**src/vic_defines.svh**
```systemverilog
// Constants of the vectored interrupt controller: offsets, fields, resets.
// Assumes a 32-bit APB address; registers sit at full byte addresses.
`ifndef VIC_DEFINES_SVH
`define VIC_DEFINES_SVH

// Register byte addresses
`define VIC_A_N_STA    32'hFFFF_0000
`define VIC_A_N_SIG    32'hFFFF_0004
`define VIC_A_N_EN     32'hFFFF_0008
`define VIC_A_N_CLR    32'hFFFF_000C
`define VIC_A_SWCFG    32'hFFFF_0010
`define VIC_A_BASE     32'hFFFF_0014
`define VIC_A_VEC      32'hFFFF_001C
`define VIC_A_PRI0     32'hFFFF_0020
`define VIC_A_PRI1     32'hFFFF_0024
`define VIC_A_PRI2     32'hFFFF_0028
`define VIC_A_NEST     32'hFFFF_0030
`define VIC_A_F_STA    32'hFFFF_0100
`define VIC_A_F_SIG    32'hFFFF_0104
`define VIC_A_F_EN     32'hFFFF_0108
`define VIC_A_F_CLR    32'hFFFF_010C

// Reset values
`define VIC_RST_32     32'h0000_0000
`define VIC_RST_16     16'h0000
`define VIC_RST_CTL    2'h0

// Source bits that exist: 1, 3..6, 10..19
`define VIC_SRC_MASK   32'h000F_FC7A
`define VIC_SRC_SW     1
`define VIC_SRC_LAST   19
`define VIC_SRC_W      5

// Software interrupt config fields
`define VIC_SW_NORM    1
`define VIC_SW_FAST    2

// Nesting control bits
`define VIC_NEST_NORM  0
`define VIC_NEST_FAST  1

// Vector readout layout
`define VIC_VEC_BASE_LO 7
`define VIC_VEC_SRC_LO  2
`define VIC_LVL_W       3
`define VIC_LVL_LOWEST  3'h7

`endif

```
**src/vic_pkg.sv**
```systemverilog
// Types of the vectored interrupt controller.
// Assumes vic_defines.svh is on the include path.
`include "vic_defines.svh"

package vic_pkg;

  // Whole register state of the controller
  typedef struct packed {
    logic [31:0] n_en;     // normal_enable_mask
    logic [31:0] f_en;     // fast_enable_mask
    logic        sw_n;     // programmed normal source
    logic        sw_f;     // programmed fast source
    logic [15:0] base;     // vector_table_base
    logic [31:0] pri0;     // priority_levels_first
    logic [31:0] pri1;     // priority_levels_second
    logic [31:0] pri2;     // priority_levels_third
    logic [1:0]  nest;     // nesting_control
    logic [31:0] rdata;    // APB read data
    logic        ready;    // APB ready
    logic        err;      // APB slave error
    logic        irq;      // normal request to core
    logic        fiq;      // fast request to core
  } vic_state_t;

endpackage

```
**src/vic_top.sv**
```systemverilog
// Vectored interrupt controller with APB register access.
// Assumes peripheral sources are levels on pclk; core samples irq/fiq.
//
// Register access over APB was chosen for this implementation.
`timescale 1ns/1ns
`include "vic_defines.svh"

// Rules from the document
// RL1: Fast clear ones drop fast enables
// RL2: Fast status is source AND enable
// RL3: Any fast status bit raises fast request
// RL4: No vector unless vectored mode enabled
// RL5: Programmed interrupts bypass masks, update both
// RL6: Config bit 2 drives fast bit 1
// RL7: Config bit 1 drives normal bit 1
// RL8: Sources hold requests past minimum latency
// RL9: Control bit 0 enables normal vectoring
// RL10: Control bit 1 enables fast vectoring; here the bit is stored and read back but drives nothing
// RL11: Eight levels per path, fast outranks; here only the normal path is ranked by level
// RL12: Per-source routine via vector base table
// RL13: Base is 16 bits, upper reads zero
// RL14: Vector readout holds base and source
// RL15: Software reads vector only when servicing
// RL16: Priority levels 0..7, zero highest
// RL17: First priority register field layout
// RL18: Source 0 has no priority field
// RL19: Enabling one path disables other path
// RL20: OR of fast status forms bit 0
// RL21: Fast enable one unmasks fast source
// RL22: Equal levels pick lowest source index
module vic_top (
  // Clock, reset, enable
  input  wire logic        pclk,
  input  wire logic        presetn,
  input  wire logic        ce,
  // APB slave
  input  wire logic        psel,
  input  wire logic        penable,
  input  wire logic        pwrite,
  input  wire logic [31:0] paddr,
  input  wire logic [31:0] pwdata,
  output logic      [31:0] prdata,
  output logic             pready,
  output logic             pslverr,
  // Peripheral sources, same clock
  input  wire logic [31:0] src_lines,
  // Requests to the core
  output logic             irq_req,
  output logic             fiq_req
);

  vic_pkg::vic_state_t s_q;
  vic_pkg::vic_state_t s_d;

  // Per-source priority levels
  logic [`VIC_LVL_W-1:0] lvl [0:`VIC_SRC_LAST];

  // Combinational views of the interrupt state
  logic [31:0] src_m;
  logic [31:0] f_hi;
  logic        fast_or;
  logic [31:0] f_sig;
  logic [31:0] f_sta;
  logic [31:0] n_sig;
  logic [31:0] n_sta;
  logic [`VIC_SRC_W-1:0] best_src;
  logic [`VIC_LVL_W-1:0] best_lvl;
  logic        best_hit;
  logic [31:0] vec_word;
  logic [31:0] rd_mux;
  logic        rd_hit;
  logic        setup;
  logic        acc_wr;

  // Level lookup per source; fields not wired read as level 7
  genvar g;
  generate
    for (g = 0; g <= `VIC_SRC_LAST; g++) begin : g_lvl
      // RL16: level per source
      if (g == 1) begin : g_sw
        // RL17: software field 6:4
        assign lvl[g] = s_q.pri0[6:4];
      end else if (g == 3) begin : g_t0
        // RL17: timer0 field 14:12
        assign lvl[g] = s_q.pri0[14:12];
      end else if (g == 4) begin : g_t1
        // RL17: timer1 field 18:16
        assign lvl[g] = s_q.pri0[18:16];
      end else if (g == 5) begin : g_t2
        // RL17: timer2 field 22:20
        assign lvl[g] = s_q.pri0[22:20];
      end else if (g == 6) begin : g_t3
        // RL17: timer3 field 26:24
        assign lvl[g] = s_q.pri0[26:24];
      end else if (g >= 10 && g <= 15) begin : g_p1
        assign lvl[g] = s_q.pri1[(g-10)*4+8 +: 3];
      end else if (g == 16) begin : g_p2a
        assign lvl[g] = s_q.pri2[2:0];
      end else if (g == 17) begin : g_p2b
        assign lvl[g] = s_q.pri2[6:4];
      end else if (g >= 18) begin : g_p2c
        assign lvl[g] = s_q.pri2[(g-18)*4+8 +: 3];
      end else begin : g_none
        // RL18: no field for source 0
        assign lvl[g] = `VIC_LVL_LOWEST;
      end
    end
  endgenerate

  // Status and signal words of both paths
  always_comb begin
    src_m = src_lines & `VIC_SRC_MASK;
    // RL21: fast enable gates the path
    f_hi = src_m & s_q.f_en;
    // RL6: programmed fast bypasses mask
    f_hi[`VIC_SRC_SW] = f_hi[`VIC_SRC_SW] | s_q.sw_f;
    // RL20: OR of fast bits 31:1
    fast_or = |f_hi[31:1];
    // RL2: status is signal AND enable
    f_sta = f_hi;
    f_sta[0] = fast_or;
    f_sig = src_m;
    f_sig[`VIC_SRC_SW] = src_m[`VIC_SRC_SW] | s_q.sw_f;
    f_sig[0] = fast_or;
    // RL7: programmed normal bypasses mask
    n_sig = src_m;
    n_sig[`VIC_SRC_SW] = src_m[`VIC_SRC_SW] | s_q.sw_n;
    n_sig[0] = fast_or;
    n_sta = src_m & s_q.n_en;
    n_sta[`VIC_SRC_SW] = n_sta[`VIC_SRC_SW] | s_q.sw_n;
    n_sta[0] = fast_or;
  end

  // Highest-priority active normal source
  always_comb begin
    best_src = '0;
    best_lvl = `VIC_LVL_LOWEST;
    best_hit = 1'b0;
    // RL22: strict compare keeps lowest index
    for (int i = 1; i <= `VIC_SRC_LAST; i++) begin
      if (n_sta[i] && (!best_hit || lvl[i] < best_lvl)) begin
        best_hit = 1'b1;
        best_lvl = lvl[i];
        best_src = `VIC_SRC_W'(i);
      end
    end
  end

  // Vector word; zero source field outside vectored mode
  always_comb begin
    vec_word = `VIC_RST_32;
    // RL14: base at 22:7, source at 6:2
    vec_word[`VIC_VEC_BASE_LO +: 16] = s_q.base;
    // RL4: no encoding unless vectored
    // RL9: control bit 0 enables it
    if (s_q.nest[`VIC_NEST_NORM]) begin
      vec_word[`VIC_VEC_SRC_LO +: `VIC_SRC_W] = best_src;
    end
  end

  // Read multiplexer; write-only registers read as zero
  always_comb begin
    rd_mux = `VIC_RST_32;
    rd_hit = 1'b1;
    unique case (paddr)
      `VIC_A_N_STA: rd_mux = n_sta;
      `VIC_A_N_SIG: rd_mux = n_sig;
      `VIC_A_N_EN:  rd_mux = s_q.n_en;
      `VIC_A_N_CLR: rd_mux = `VIC_RST_32;
      `VIC_A_SWCFG: rd_mux = `VIC_RST_32;
      // RL13: upper base bits read zero
      `VIC_A_BASE:  rd_mux = {16'h0000, s_q.base};
      // RL12: vector points into table
      `VIC_A_VEC:   rd_mux = vec_word;
      `VIC_A_PRI0:  rd_mux = s_q.pri0;
      `VIC_A_PRI1:  rd_mux = s_q.pri1;
      `VIC_A_PRI2:  rd_mux = s_q.pri2;
      `VIC_A_NEST:  rd_mux = {30'h0000_0000, s_q.nest};
      `VIC_A_F_STA: rd_mux = f_sta;
      `VIC_A_F_SIG: rd_mux = f_sig;
      `VIC_A_F_EN:  rd_mux = s_q.f_en;
      `VIC_A_F_CLR: rd_mux = `VIC_RST_32;
      default:      rd_hit = 1'b0;
    endcase
  end

  // Setup phase prepares the answer; access phase commits writes
  assign setup  = psel && !penable;
  assign acc_wr = psel && penable && pwrite && s_q.ready;

  // Next state of the whole block
  always_comb begin
    s_d = s_q;
    // Zero-wait answer: ready rises in the first access cycle
    s_d.ready = setup;
    s_d.err   = setup && !rd_hit;
    if (setup && !pwrite) begin
      s_d.rdata = rd_mux;
    end
    if (acc_wr && !s_q.err) begin
      unique case (paddr)
        `VIC_A_N_EN: begin
          // RL19: normal enable clears fast
          s_d.n_en = s_q.n_en | (pwdata & `VIC_SRC_MASK);
          s_d.f_en = s_q.f_en & ~(pwdata & `VIC_SRC_MASK);
        end
        `VIC_A_N_CLR: begin
          s_d.n_en = s_q.n_en & ~pwdata;
        end
        `VIC_A_SWCFG: begin
          // RL5: programmed sources both paths
          s_d.sw_n = pwdata[`VIC_SW_NORM];
          s_d.sw_f = pwdata[`VIC_SW_FAST];
        end
        `VIC_A_BASE: begin
          s_d.base = pwdata[15:0];
        end
        `VIC_A_PRI0: begin
          // RL18: low nibble stays reserved
          s_d.pri0 = pwdata & 32'h0777_7070;
        end
        `VIC_A_PRI1: begin
          s_d.pri1 = pwdata & 32'h7777_7700;
        end
        `VIC_A_PRI2: begin
          s_d.pri2 = pwdata & 32'h0000_7777;
        end
        `VIC_A_NEST: begin
          // RL10: control bit 1 for fast
          s_d.nest = pwdata[1:0];
        end
        `VIC_A_F_EN: begin
          // RL19: fast enable clears normal
          s_d.f_en = s_q.f_en | (pwdata & `VIC_SRC_MASK);
          s_d.n_en = s_q.n_en & ~(pwdata & `VIC_SRC_MASK);
        end
        `VIC_A_F_CLR: begin
          // RL1: ones clear fast enables
          s_d.f_en = s_q.f_en & ~pwdata;
        end
        default: begin
          s_d.err = s_q.err;
        end
      endcase
    end
    // RL3: any fast status bit requests
    s_d.fiq = fast_or;
    // RL11: both lines out; core ranks fast above normal
    s_d.irq = |n_sta;
  end

  // State register; clock enable freezes everything
  always_ff @(posedge pclk or negedge presetn) begin
    if (!presetn) begin
      s_q.n_en  <= `VIC_RST_32;
      s_q.f_en  <= `VIC_RST_32;
      s_q.sw_n  <= 1'b0;
      s_q.sw_f  <= 1'b0;
      s_q.base  <= `VIC_RST_16;
      s_q.pri0  <= `VIC_RST_32;
      s_q.pri1  <= `VIC_RST_32;
      s_q.pri2  <= `VIC_RST_32;
      s_q.nest  <= `VIC_RST_CTL;
      s_q.rdata <= `VIC_RST_32;
      s_q.ready <= 1'b0;
      s_q.err   <= 1'b0;
      s_q.irq   <= 1'b0;
      s_q.fiq   <= 1'b0;
    end else if (ce) begin
      s_q <= s_d;
    end
  end

  // Outputs straight from flops
  assign prdata  = s_q.rdata;
  assign pready  = s_q.ready;
  assign pslverr = s_q.err;
  assign irq_req = s_q.irq;
  assign fiq_req = s_q.fiq;

endmodule

```
**config.mk**
```make
export PLATFORM = sky130hd
export DESIGN_NAME = vic_top
export DESIGN_NICKNAME = d
export VERILOG_FILES = /design/src/vic_pkg.sv /design/src/vic_top.sv
export VERILOG_INCLUDE_DIRS = /design/src /design/src/src
export SDC_FILE = /design/constraint.sdc
export NUM_CORES = 1
export LEC_CHECK = 0
export ABC_AREA = 1
export BUFFER_PORTS_ARGS = -buffer_cell sky130_fd_sc_hd__buf_2
export CORE_ASPECT_RATIO = 1.75
export CORE_MARGIN = 1.5
export CORE_UTILIZATION = 35
export DETAILED_ROUTE_END_ITERATION = 10
export PLACE_DENSITY_LB_ADDON = 0.1
export SYNTH_ARGS = -nofsm -noshare
export SYNTH_HDL_FRONTEND = slang
export SYNTH_SLANG_ARGS = --single-unit
```
**constraint.sdc**
```tcl
create_clock -name pclk -period 15 [get_ports pclk]
set_input_delay 1.5 -clock pclk [delete_from_list [all_inputs] [get_ports pclk]]
set_output_delay 1.5 -clock pclk [all_outputs]
set_load 0.1 [all_outputs]
```
### Word-level counts from Yosys, hierarchy flattened

Index checks and enable logic that the tools add are counted.

* bits in registers: 165
* word-level logic and storage cells: 205
* output and inout port bits: 36

* order comparisons: 18
* multiplexer cells: 62
* reductions and logical operators: 81
* bitwise operators: 14
* equality and inequality tests: 16

Operators by type and width (count)
* 32-bit == test, second input constant: 15
* 32-bit case mux with 12 select lines: 1
* 32-bit case mux with 3 select lines: 2
* 32-bit bitwise AND: 4
* 5-bit two-way mux: 16
* 20-bit by 32-bit bitwise AND with 32-bit output: 2
* 32-bit by 20-bit OR with 32-bit output: 2
* 62-bit OR reduction: 1
* 3-bit two-way mux: 19
* 3-bit less-than comparator: 14
* 20-bit inverter with 32-bit output: 1
* 32-bit inverter: 1
* 31-bit OR reduction: 1
* 1-bit logical AND: 25
* 3-bit AND reduction: 8
* 1-bit zero test: 22
* 1-bit two-way mux: 22
* 1-bit logical OR: 18
* 15-bit OR reduction: 1
* 3-bit less-than comparator, first input constant: 4
* 10-bit OR reduction: 1
* 3-bit nonzero test: 2
* 2-bit two-way mux: 2
* 1-bit OR: 4
* other kinds (2): 3

### Logic depth before layout (Yosys ltp)

Gate-level depths: netlist of run 1.

* depth after elaboration: 77
* mapped depth: 131
* depth with buffers taken out: 131

### Least setup slack after synthesis of run 1

No wires, ideal clock.

* path type: input to register
* start point: input src_lines[1]
* end point: register s_q, in the netlist prdata[6]
* arrival time: 13.170 ns
* cell stages on the path: 117
* slack: 1.713 ns
* library setup time: 0.116 ns
* path through: nand2_2 -> a21oi_1 -> ha_1 -> clkinv_1 -> a21oi_1 -> nand2_1 -> nand2_1 -> nand2_2 -> nand2_2 -> o21ai_0 -> ha_1 -> nand2_1 -> clkinv_1 -> nand2_1 -> nand2_1 -> nand2_2 -> nand2_4 -> o21ai_0 -> (+81 left out) -> a21oi_1 -> nand2_1 -> nand2_2 -> nand2_2 -> nand2_1 -> o21ai_1 -> ha_1 -> nand2_1 -> inv_1 -> nand2_1 -> nand2_1 -> nand2_1 -> nand2_2 -> nand2_1 -> nand2_1 -> nand2_1 -> nand2_1 -> nand2_1

* cells in the longest elaborated chain, start to end: 77
* elaborated cells on any way between the ends: 126

Ends and longest elaborated chain
* start: declaration: line vic_top.sv:46 `input wire logic [31:0] src_lines,`
* 20-bit by 32-bit bitwise AND with 32-bit output (*): line vic_top.sv:129 `n_sta = src_m & s_q.n_en;`
* 1-bit OR (*): line vic_top.sv:130 `` n_sta[`VIC_SRC_SW] = n_sta[`VIC_SRC_SW] | s_q.sw_n; ``
* 3-bit two-way mux or 1-bit two-way mux (tied branches): line vic_top.sv:141 `if (n_sta[i] && (!best_hit || lvl[i] < best_lvl)) begin`
* 3-bit less-than comparator or 1-bit zero test (tied branches): line vic_top.sv:141
* 1-bit logical OR: line vic_top.sv:141
* 1-bit logical AND: line vic_top.sv:141
* 3-bit two-way mux or 1-bit two-way mux (tied branches): line vic_top.sv:141
* 3-bit less-than comparator or 1-bit zero test (tied branches): line vic_top.sv:141
* (+61 left out)
* 1-bit logical AND: line vic_top.sv:141
* 3-bit two-way mux or 1-bit two-way mux (tied branches): line vic_top.sv:141
* 3-bit less-than comparator or 1-bit zero test (tied branches): line vic_top.sv:141
* 1-bit logical OR: line vic_top.sv:141
* 1-bit logical AND: line vic_top.sv:141
* 5-bit two-way mux (*): line vic_top.sv:141
* 5-bit two-way mux (*): line vic_top.sv:156 `` if (s_q.nest[`VIC_NEST_NORM]) begin ``
* 32-bit case mux with 12 select lines (*): line vic_top.sv:165 `unique case (paddr)`
* end: declaration: line vic_top.sv:52 `vic_pkg::vic_state_t s_q;`

Mark *: on every way between the ends. The rest lies on a longest branch, timed or not.
A chain may end at the register's enable or synchronous reset.

### Worst setup path after layout of run 1

Same ends and word-level chain as after synthesis.

==> key figures, run 1 <==
Timing
  • Setup ws final: 1.34 ns
  • Fmax: around 73 MHz
  • Minimum clock period after layout: about 14 ns
  • Worst-Margin Slew: between 1 and 1.5 ns
  • Post-route clock period utilization: around nine tenths
  • Setup TNS: 0 ns
  • Slew Limit Headroom: about a fifth
  • Clock Skew: between 0.01 and 0.015 ns
  • Count of final setup violators: 0
  • Slew Viols, Final: 0
  • Setup repair after global routing missed its margin: false
  • Post-route worst hold slack: 0.477 ns
  • Number of endpoints with negative hold slack in the final report: 0

Die
  • Starting utilization of the core area: a little over a third
  • Die X-Extent: between 100 and 150 um
  • Floorplan row count: ~80
  • I/O pin count: between 100 and 150
  • Die Ht: ~230 um
  • Die ar.: 29700 sq um
  • Core area: roughly 28000 sq um

Routing
  • Wire length on met3: roughly 1.3 mm
  • Post-Route WL: 37.3 mm
  • Via-to-Cell Ratio: between 5 and 6
  • First-pass iteration count of the detailed router: 7
  • Post-route DRC violation count: 0
  • Metal2 WL: slightly below 20 mm
  • Drt wl/cell: roughly 20 um
  • Number of nets still failing antenna checks after routing: 0
  • Drt first-iter violations: around 570
  • M1 WL: 13.9 mm
  • Highest metal layer used by the detailed router: met4
  • Total via count after detailed routing: between 9000 and 10000

Clock tree
  • Total CTS buffers: 17
  • Clock Root Buffer: clkbuf_16
  • Max Root-Sink Buffers: 2
  • Clock-pin slew reported for the worst setup and hold paths after clock tree synthesis: roughly 0.070 ns
  • Number of levels in the clock H-tree: 4
  • CTS sink cnt: 165
  • Hold-fix buffers, CTS: 0
  • Number of setup buffers added after CTS: 0
  • TritonCTS clock tree: done
  • Gates resized, CTS repair: 0
  • Clock Latency Late Sink: between 0.4 and 0.5 ns

Yosys
  • Primary flip-flop cell chosen by synthesis mapping: dfrtp_1
  • Mapped Nets: about 1500
  • Share of synthesized flip-flops with an asynchronous set or reset: 100%
  • Proportion of synthesized chip area in sequential cells: between 40% and 50%
  • Mapped cell area: 10000 sq um
  • Syn Area/Cell: between 7 and 8 sq um
  • Count of flip-flops with a built-in enable after synthesis: 0
  • Seq cells post-synth: roughly 170
  • Instance count of the mapped netlist: between 1000 and 1500
  • Number of library cell types mapped by synthesis: 39
  • Count of synthesis-stage warnings from yosys: 0

Power and ir drop
  • Sw power: ~320 uW
  • Part of the power in combinational logic: between 10% and 20%
  • Post-layout power: roughly 1100 uW
  • Maximum vdd ir drop: 0.0833 mV
  • Part of the power in the clock network: between 40 and 50%
  • Internal power contribution: 778 uW
  • Power per cell area: 93.0 nW/um^2
  • Static Leak: between 0.006 and 0.007 uW
  • Part of the total power dissipated in sequential elements: between 40% and 50%
  • Net switching share of the total power: between 20% and 30%

Place
  • DP Wirelength: 29.5 mm
  • Final weighted congestion in routability-driven placement: approximately 0.94
  • Inst Count DP: around 1900
  • Count of port buffers added during placement: 120
  • Worst setup timing slack at the placement stage: -0.206 ns

Critical path
  • Arrival time of the worst setup path: 14.00 ns
  • Worst path buffer plus inverter count: 16
  • Startpoint-to-endpoint class of the critical path: in -> reg
  • CP required: roughly 15 ns
  • Reg-to-reg setup timing slack: roughly 2.1 ns
  • Worst path slowest cell: ha_1
  • Most frequent CP cell: nand2_1
  • CP peak stage delay: about 0.3 ns
  • Largest fanout of any net on the critical path: 5
  • Family with the most delay on the worst path: simple AND/OR/NAND/NOR gates
  • Worst Setup Start Kind: primary input
  • Crit end category: register

Outcome
  • Run status: finished, final reports clean

Global routing
  • First-pass GRT wire length: around 56 mm
  • Initial antenna violation count: 0
  • Via count of the first global-routing pass: approximately 9400
  • Remaining global-route overflow: 0
  • Largest net degree at the start of global routing: 100
  • Total track usage: between 20% and 30%

Worst hold path
  • Worst min-delay path class: reg -> reg

Finish
  • Nets: roughly 1600
  • Fraction of final layout cells sized beyond drive strength 1: 16.8%
  • Ant. Diodes: 0
  • Area growth syn-to-layout: 17.6%
  • Top library cells by usage in the layout, fill and taps aside: 345 x nand2_1, 219 x inv_1, 165 x dfrtp_1
  • Non-filler instance count after layout: between 1500 and 2000
  • Most common cell after layout, fill and taps aside: nand2_1

Flow run
  • Max-Cap Viols: 0
==> final timing paths <==
check / startpoint / to / depth (start not counted)
min in group asynchronous: presetn / lvl[23] / 1
max reg2reg: s_q[151] / prdata[6] / 122
min: prdata[11] / prdata[11] / 2
min reg2reg: prdata[11] / prdata[11] / 2
max in group asynchronous: presetn / s_q[211] / 2
max: src_lines[1] / prdata[6] / 123
==> per-layer routing <==
metal	vias to the layer above	global-route usage, %
li1	4726	-
met1	4564	28.3
met2	274	48.0
met3	75	3.56
met4	0	15.8
met5	-	0
==> cell usage after synthesis (5+ instances only) <==
library cell / number / share of area, %
nand2_1: 345 / 13
inv_1: 219 / 8.2
dfrtp_1: 165 / 41
o21ai_0: 150 / 7.5
nor2_1: 89 / 3.3
nand3_1: 79 / 3.9
buf_4: 32 / 2.4
a21oi_1: 23 / 1.1
clkbuf_1: 22 / 0.82
nor3_1: 22 / 1.1
o22ai_1: 22 / 1.4
clkinv_1: 17 / 0.64
nand2_2: 17 / 1.1
ha_1: 16 / 2.0
nand2_4: 16 / 1.8
mux2i_1: 14 / 1.4
nand4_1: 14 / 0.87
a221oi_1: 13 / 1.1
a22oi_1: 12 / 0.90
a22o_1: 9 / 0.79
a21boi_0: 8 / 0.60
nor4_1: 8 / 0.50
o221ai_1: 8 / 0.70
a211oi_1: 7 / 0.52
a2111oi_0: 6 / 0.52
inv_2: 6 / 0.22
a32oi_1: 5 / 0.44
==> power groups by stage <==
| stage | Sequential [uW] | Clock, uW | Combinational, uW |
|---|---|---|---|
| after floorplan | 458 | 0 | 109 |
| after global placement | 454 | 0 | 199 |
| after detailed placement | 454 | 0 | 200 |
| after CTS | 446 | 457 | 201 |
| after global routing | 445 | 474 | 227 |
| final | 446 | 449 | 201 |
==> registers in the layout, summed over array words and instances, names as in the netlist, named ones only <==
register  flops
irq_req       1
s_q          69
prdata       32
fiq_req       1
pslverr       1
lvl          45
pready        1
==> kinds of logic after synthesis <==
group                    count (synthesis)  share of synthesized area [%]
AO/OA/AOI/OAI                          280                           16.8
AND/OR/NAND/NOR                        595                           25.9
multiplexers                            14                           1.40
flip-flops                             165                           41.2
adder cells (fa/ha/maj)                 16                           2.00
buffers and inverters                  299                           12.7
==> area by class of cell <==
cell class / instances / area (sq um)
Tap cell: 373 / 467
Clock buffer: 21 / 460
Fill cell: 3006 / 16300
Sequential cell: 165 / 4130
Multi-Input combinational cell: 905 / 4670
Inverter: 243 / 926
Timing Repair Buffer: 174 / 1010
Clock inverter: 10 / 123
==> tightest hold or removal path, stage by stage, from the launching register on <==
cell and delay [ns]:
dfrtp_1 0.34, nand2_1 0.05, nand2_1 0.06
==> through the flow <==
| step | instance area [sq um] | util (%) |
|---|---|---|
| after floorplan | 10000 | - |
| after global placement | 11200 | 39.9 |
| after detailed placement | 11200 | 39.9 |
| after CTS | 11800 | 42.0 |
| after global routing | 11800 | 42.0 |
| final | 11800 | 42.0 |
No activity file was read; power rests on OpenSTA's default activity.
==> run 2: changes to the inputs <==
--- a/config.mk
+++ b/config.mk
@@ -13,6 +13,7 @@
 export CORE_UTILIZATION = 35
 export DETAILED_ROUTE_END_ITERATION = 10
 export PLACE_DENSITY_LB_ADDON = 0.1
+export RECOVER_POWER = 25
 export SYNTH_ARGS = -nofsm -noshare
 export SYNTH_HDL_FRONTEND = slang
 export SYNTH_SLANG_ARGS = --single-unit
==> key figures, run 2 (synthesis gave the netlist of run 1 again) <==
Timing
  • Slew Limit Headroom: -272%
  • Setup repair after global routing missed its margin: false
  • Count of final setup violators: 0
  • Post-route clock period utilization: 91.1%
  • Fmax: between 70 and 80 MHz
  • Worst-Margin Slew: roughly 5.6 ns
  • Clock Skew: roughly 0.012 ns
  • Minimum clock period after layout: ~14 ns
  • Number of endpoints with negative hold slack in the final report: 0
  • Slew Viols, Final: 100
  • Setup TNS: 0 ns

Power and ir drop
  • Part of the total power dissipated in sequential elements: roughly two fifths
  • Maximum vdd ir drop: about 0.083 mV
  • Internal power contribution: just under 800 uW
  • Post-layout power: ~1100 uW
  • Part of the power in combinational logic: a little under a fifth
  • Sw power: around 320 uW
  • Net switching share of the total power: 29.0%
  • Part of the power in the clock network: roughly two fifths
  • Static Leak: 0.00602 uW
  • Power per cell area: about 93 nW/um^2

Global routing
  • Via count of the first global-routing pass: roughly 9400
  • Global routing usage on met3: about 3.6%
  • Remaining global-route overflow: 0
  • Met1 Track Usage GR: roughly 28%
  • Largest net degree at the start of global routing: 100
  • First-pass GRT wire length: 55.7 mm
  • Most Used Layer, Global Route: met2
  • Routing usage on met2: between 40% and 50%
  • Total track usage: a little over a quarter
  • Initial antenna violation count: 0

Critical path
  • CP required: roughly 15 ns
  • Most frequent CP cell: nand2_1
  • Startpoint-to-endpoint class of the critical path: in -> reg
  • Largest fanout of any net on the critical path: 5
  • Crit end category: register
  • CP peak stage delay: roughly 0.30 ns
  • Worst path slowest cell: ha_1
  • Arrival time of the worst setup path: 14.00 ns
  • Worst Setup Start Kind: primary input

Clock tree
  • Clock Root Buffer: clkbuf_16
  • TritonCTS clock tree: done
  • Total CTS buffers: 17
  • CTS sink cnt: 165
  • Max Root-Sink Buffers: 2
  • Clock Latency Late Sink: 0.45 ns
  • Number of setup buffers added after CTS: 0
  • Hold-fix buffers, CTS: 0
  • Number of levels in the clock H-tree: 4
  • Clock-pin slew reported for the worst setup and hold paths after clock tree synthesis: around 0.07 ns

Die
  • Die X-Extent: between 100 and 150 um
  • Die ar.: between 20000 and 30000 sq um
  • Core area: 28100 sq um
  • Floorplan row count: 81
  • Die Ht: ~230 um
  • I/O pin count: ~140
  • Starting utilization of the core area: a little over a third

Finish
  • Area growth syn-to-layout: 17.6%
  • Top library cells by usage in the layout, fill and taps aside: 345 x nand2_1, 219 x inv_1, 165 x dfrtp_1
  • Register with the most flip-flops: s_q
  • Fraction of final layout cells sized beyond drive strength 1: between 10% and 20%
  • Most common cell after layout, fill and taps aside: nand2_1
  • Ant. Diodes: 0
  • Final Util: a little over two fifths
  • Nets: 1624
  • Non-filler instance count after layout: 1891
  • Flip-flop count of the largest register after layout: 69

Place
  • Final weighted congestion in routability-driven placement: 0.936
  • Count of port buffers added during placement: 120
  • DP Wirelength: 29.5 mm
  • Inst Count DP: ~1900

Routing
  • Drt wl/cell: a little under 20 um
  • Post-Route WL: about 37 mm
  • Via-to-Cell Ratio: around 5.1
  • Drt first-iter violations: 569
  • Total via count after detailed routing: between 9000 and 10000
  • Number of nets still failing antenna checks after routing: 0
  • Post-route DRC violation count: 0
  • First-pass iteration count of the detailed router: 5

Flow run
  • Max-Cap Viols: 1

Outcome
  • Run status: complete, but fails checks
  • Failing checks: capacitance limit, slew limit

Worst hold path
  • Worst min-delay path class: reg -> reg
## run 2: cell types whose count changed in the layout (fill, tap and decap cells not counted), sizes merged
cell,change
buf,-1
clkbuf,+1
## run 2: worst paths after layout
path	from	to	slack, ns	cells after the start
max	src_lines[1]	prdata[6]	1.34	123
min	prdata[11]	prdata[11]	0.48	2
max reg2reg	s_q[151]	prdata[6]	2.10	122
min reg2reg	prdata[11]	prdata[11]	0.48	2
max in group asynchronous	presetn	s_q[215]	8.76	1
min in group asynchronous	presetn	lvl[23]	3.11	1
## run 2: power groups by stage
stage               logic, uW  registers (uW)  clock network [uW]
CTS                       201             446                 457
floorplan                 109             458                   0
finish                    201             446                 449
global route              226             446                 474
detailed placement        200             454                   0
global placement          199             454                   0
## run 2: timing repair
| item | 4_1_cts | 5_1_grt |
|---|---|---|
| setup endpoints to repair | 0 | 5 |
| endpoints found under the hold margin | 0 | 0 |
| gates resized for setup | 0 | 12 |
## run 2: metrics by stage
stage | worst slack (ns) | cell area [sq um] | hold WS [ns]
2_1_floorplan | 1.71 | 10000 | 0.450
3_3_place_gp | -0.0916 | 11200 | 0.461
3_5_place_dp | -0.206 | 11200 | 0.464
4_1_cts | 0.209 | 11800 | 0.485
5_1_grt | 0.0193 | 11800 | 0.509
6_report | 1.34 | 11800 | 0.477
## run 2: final cells by class
cell class	instances	area, sq um
clock buffer	21	460
clock inverter	10	123
fill	3008	16300
inverter	243	926
multi-input combinational	905	4670
sequential	165	4130
tap	373	467
timing repair buffer	174	1000
## run 2: critical path: cells and delay by family
| family | cells | cell delay (ns) |
|---|---|---|
| simple gates | 77 | 5.23 |
| fa+ha+maj | 14 | 3.80 |
| compound gates | 16 | 2.43 |
| buf+inv | 16 | 1.07 |
## run 2: routing by layer
metal / routed length [um] / vias up
met2: 19700 / 267
met1: 14000 / 4559
li1: - / 4726
met5: 0 / -
met3: 1280 / 75
met4: 2330 / 0
==> run 3: changes to the inputs <==
--- a/config.mk
+++ b/config.mk
@@ -6,7 +6,6 @@
 export SDC_FILE = /design/constraint.sdc
 export NUM_CORES = 1
 export LEC_CHECK = 0
-export ABC_AREA = 1
 export BUFFER_PORTS_ARGS = -buffer_cell sky130_fd_sc_hd__buf_2
 export CORE_ASPECT_RATIO = 1.75
 export CORE_MARGIN = 1.5
==> key figures, run 3 <==
Critical path
  • Most frequent CP cell: ha_4
  • CP required: about 15 ns
  • Reg-to-reg setup timing slack: -0.22 ns
  • Startpoint-to-endpoint class of the critical path: in -> reg
  • Worst Setup Start Kind: primary input
  • Startpoint of the worst-slack reg-to-reg timing path: s_q[185]
  • Worst path slowest cell: o31a_2
  • Worst R2R End: prdata[3]
  • Depth of the worst register-to-register path: 90
  • Crit end category: register
  • CP peak stage delay: 0.35 ns
  • Largest fanout of any net on the critical path: 4
  • Arrival time of the worst setup path: 16.29 ns

Routing
  • First-pass iteration count of the detailed router: 8
  • Number of nets still failing antenna checks after routing: 0
  • Drt wl/cell: between 20 and 25 um
  • Post-route DRC violation count: 0
  • Drt first-iter violations: between 600 and 700
  • Total via count after detailed routing: about 9600
  • Via-to-Cell Ratio: about 5.7
  • Post-Route WL: 38.8 mm

Yosys
  • Primary flip-flop cell chosen by synthesis mapping: dfrtp_1
  • Seq cells post-synth: 165
  • Area share of the largest cell type after synthesis: slightly above 40%
  • Count of flip-flops with a built-in enable after synthesis: 0
  • Most area-hungry cell type in the Yosys netlist: dfrtp_1
  • Number of library cell types mapped by synthesis: 88
  • Top area cells in the synthesized netlist: dfrtp_1 41%, mux2_2 9.1%, nand2_1 5.5%, a222oi_1 2.8%, o21ai_0 2.7%
  • Count of synthesis-stage warnings from yosys: 0
  • Proportion of synthesized chip area in sequential cells: between 40 and 50%
  • Share of synthesized flip-flops with an asynchronous set or reset: 100%
  • Most used standard cells in the synthesized netlist: 165 x dfrtp_1, 145 x nand2_1, 81 x mux2_2
  • Mapped Nets: 1161
  • Mapped cell area: approximately 10000 sq um
  • Instance count of the mapped netlist: between 1000 and 1500
  • Syn Area/Cell: around 9.6 sq um
  • Dominant cell by count in the synthesized netlist: dfrtp_1

Finish
  • Top library cells by usage in the layout, fill and taps aside: 183 x buf_4, 165 x dfrtp_1, 138 x nand2_1
  • Register with the most flip-flops: s_q
  • Nets: 1413
  • Fraction of final layout cells sized beyond drive strength 1: about 40%
  • Area growth syn-to-layout: 32.1%
  • Flip-flop count of the largest register after layout: between 60 and 70
  • Most common cell after layout, fill and taps aside: buf_4
  • Number of fillers in the final layout: between 2000 and 3000

Die
  • Core area: 28000 sq um
  • Die ar.: ~30000 sq um
  • Die X-Extent: between 100 and 150 um
  • Die Ht: ~230 um
  • I/O pin count: around 140
  • Starting utilization of the core area: approximately 36%
  • Floorplan row count: approximately 80

Place
  • Count of port buffers added during placement: 120
  • DP Wirelength: 29.0 mm
  • Worst setup timing slack at the placement stage: -1.80 ns
  • Final weighted congestion in routability-driven placement: roughly 0.93

Timing
  • Worst-Margin Slew: ~3.0 ns
  • Post-route clock period utilization: 106%
  • Clock Skew: 0.00726 ns
  • Setup ws final: -0.958 ns
  • Post-route worst hold slack: roughly 0.47 ns
  • Setup repair after global routing missed its margin: true
  • Number of endpoints with negative hold slack in the final report: 0
  • Slew Viols, Final: 102
  • Slew Limit Headroom: -99.8%
  • Fmax: roughly 63 MHz
  • Count of final setup violators: 5
  • Minimum clock period after layout: 15.96 ns

Clock tree
  • Max Root-Sink Buffers: 2
  • Hold-fix buffers, CTS: 0
  • Clock Root Buffer: clkbuf_16
  • Clock-pin slew reported for the worst setup and hold paths after clock tree synthesis: roughly 0.070 ns
  • CTS sink cnt: 165
  • Total CTS buffers: 17
  • TritonCTS clock tree: done
  • Number of levels in the clock H-tree: 4
  • Clock Latency Late Sink: approximately 0.45 ns

Power and ir drop
  • Static Leak: ~0.0062 uW
  • Post-layout power: between 1000 and 1500 uW
  • Maximum vdd ir drop: roughly 0.086 mV
  • Power per cell area: just under 80 nW/um^2

Flow run
  • Max-Cap Viols: 2

Global routing
  • First-pass GRT wire length: around 58 mm
  • Largest net degree at the start of global routing: 68
  • Total track usage: 27.0%
  • Via count of the first global-routing pass: between 9000 and 10000
  • Initial antenna violation count: 2
  • Remaining global-route overflow: 0

Outcome
  • Run status: complete, but fails checks
  • Failing checks: capacitance limit, slew limit, setup timing

Worst hold path
  • Worst min-delay path class: reg -> reg
  • Source of the worst hold timing path: prdata[30]
  • Worst Hold End: prdata[30]
  • Hold depth: 2
## run 3: power breakdown
part,internal [uW],switching (uW),total (uW)
Sequential,455,6.30,461
Clock,234,208,442
Combinational,23.1,113,136
Total,712,328,1040
## run 3: what timing repair did
| action | 4_1_cts | 5_1_grt |
|---|---|---|
| pin swaps | 43 | 13 |
| endpoints found under the setup margin | 5 | 5 |
| resized for setup | 14 | 16 |
| buffers inserted | 27 | 11 |
## run 3: area by class of cell
type / instances / area (sq um) / area share [%]
Clock buffer: 18 / 429 / 3.26
Sequential cell: 165 / 4130 / 31.3
Antenna cell: 1 / 2.50 / 0.0190
Timing Repair Buffer: 305 / 1990 / 15.1
Tap cell: 373 / 467 / 3.54
Clock inverter: 14 / 145 / 1.10
Multi-Input combinational cell: 773 / 5880 / 44.6
Inverter: 33 / 129 / 0.978
## run 3: worst max-delay path, delay by kind of cell
kind | cells | cell delay [ns]
muxes | 10 | 2.57
buffers and inverters | 10 | 0.67
AOI/OAI and AO/OA | 35 | 5.96
and+or+nand+nor | 22 | 2.71
adders and majority gates | 14 | 2.88
## run 3: cells by family after synthesis
family                   Yosys count  share of synthesized area, %
XOR/XNOR                           1                        0.0879
adder cells (fa/ha/maj)           20                          2.41
buffers and inverters            105                          5.17
multiplexers                      92                          10.4
AO/OA/AOI/OAI                    333                          25.5
flip-flops                       165                          41.4
AND/OR/NAND/NOR                  327                          15.0
## run 3: worst max path at each step
stage | startpoint | endpoint | slack (ns) | cells past startpoint
final | src_lines[1] | prdata[3] | -0.96 | 91
after global routing | src_lines[1] | prdata[3] | -1.72 | 91
after CTS | src_lines[1] | prdata[3] | -0.81 | 93
after detailed placement | src_lines[1] | prdata[3] | -1.80 | 91
after global placement | src_lines[1] | prdata[3] | -1.39 | 90
after floorplan | src_lines[1] | prdata[3] | -1.55 | 89
## run 3: per-stage QoR
step | cells | instance area (sq um) | utilization (%) | setup TNS (ns)
floorplan | 1043 | 10300 | - | -7.19
detailed placement | 1611 | 12200 | 43.5 | -8.61
finish | 1682 | 13200 | 47.1 | -4.43
global placement | 1611 | 12200 | 43.5 | -6.58
global route | 1681 | 13200 | 47.1 | -8.33
CTS | 1670 | 13000 | 46.5 | -3.74
## run 3: routing by layer
metal	vias to the layer above	global-route usage [%]	wire length, um
met4	0	13.4	1890
li1	4379	-	-
met3	69	3.56	1510
met2	293	50.0	20700
met5	-	0	0
met1	4818	29.6	14700
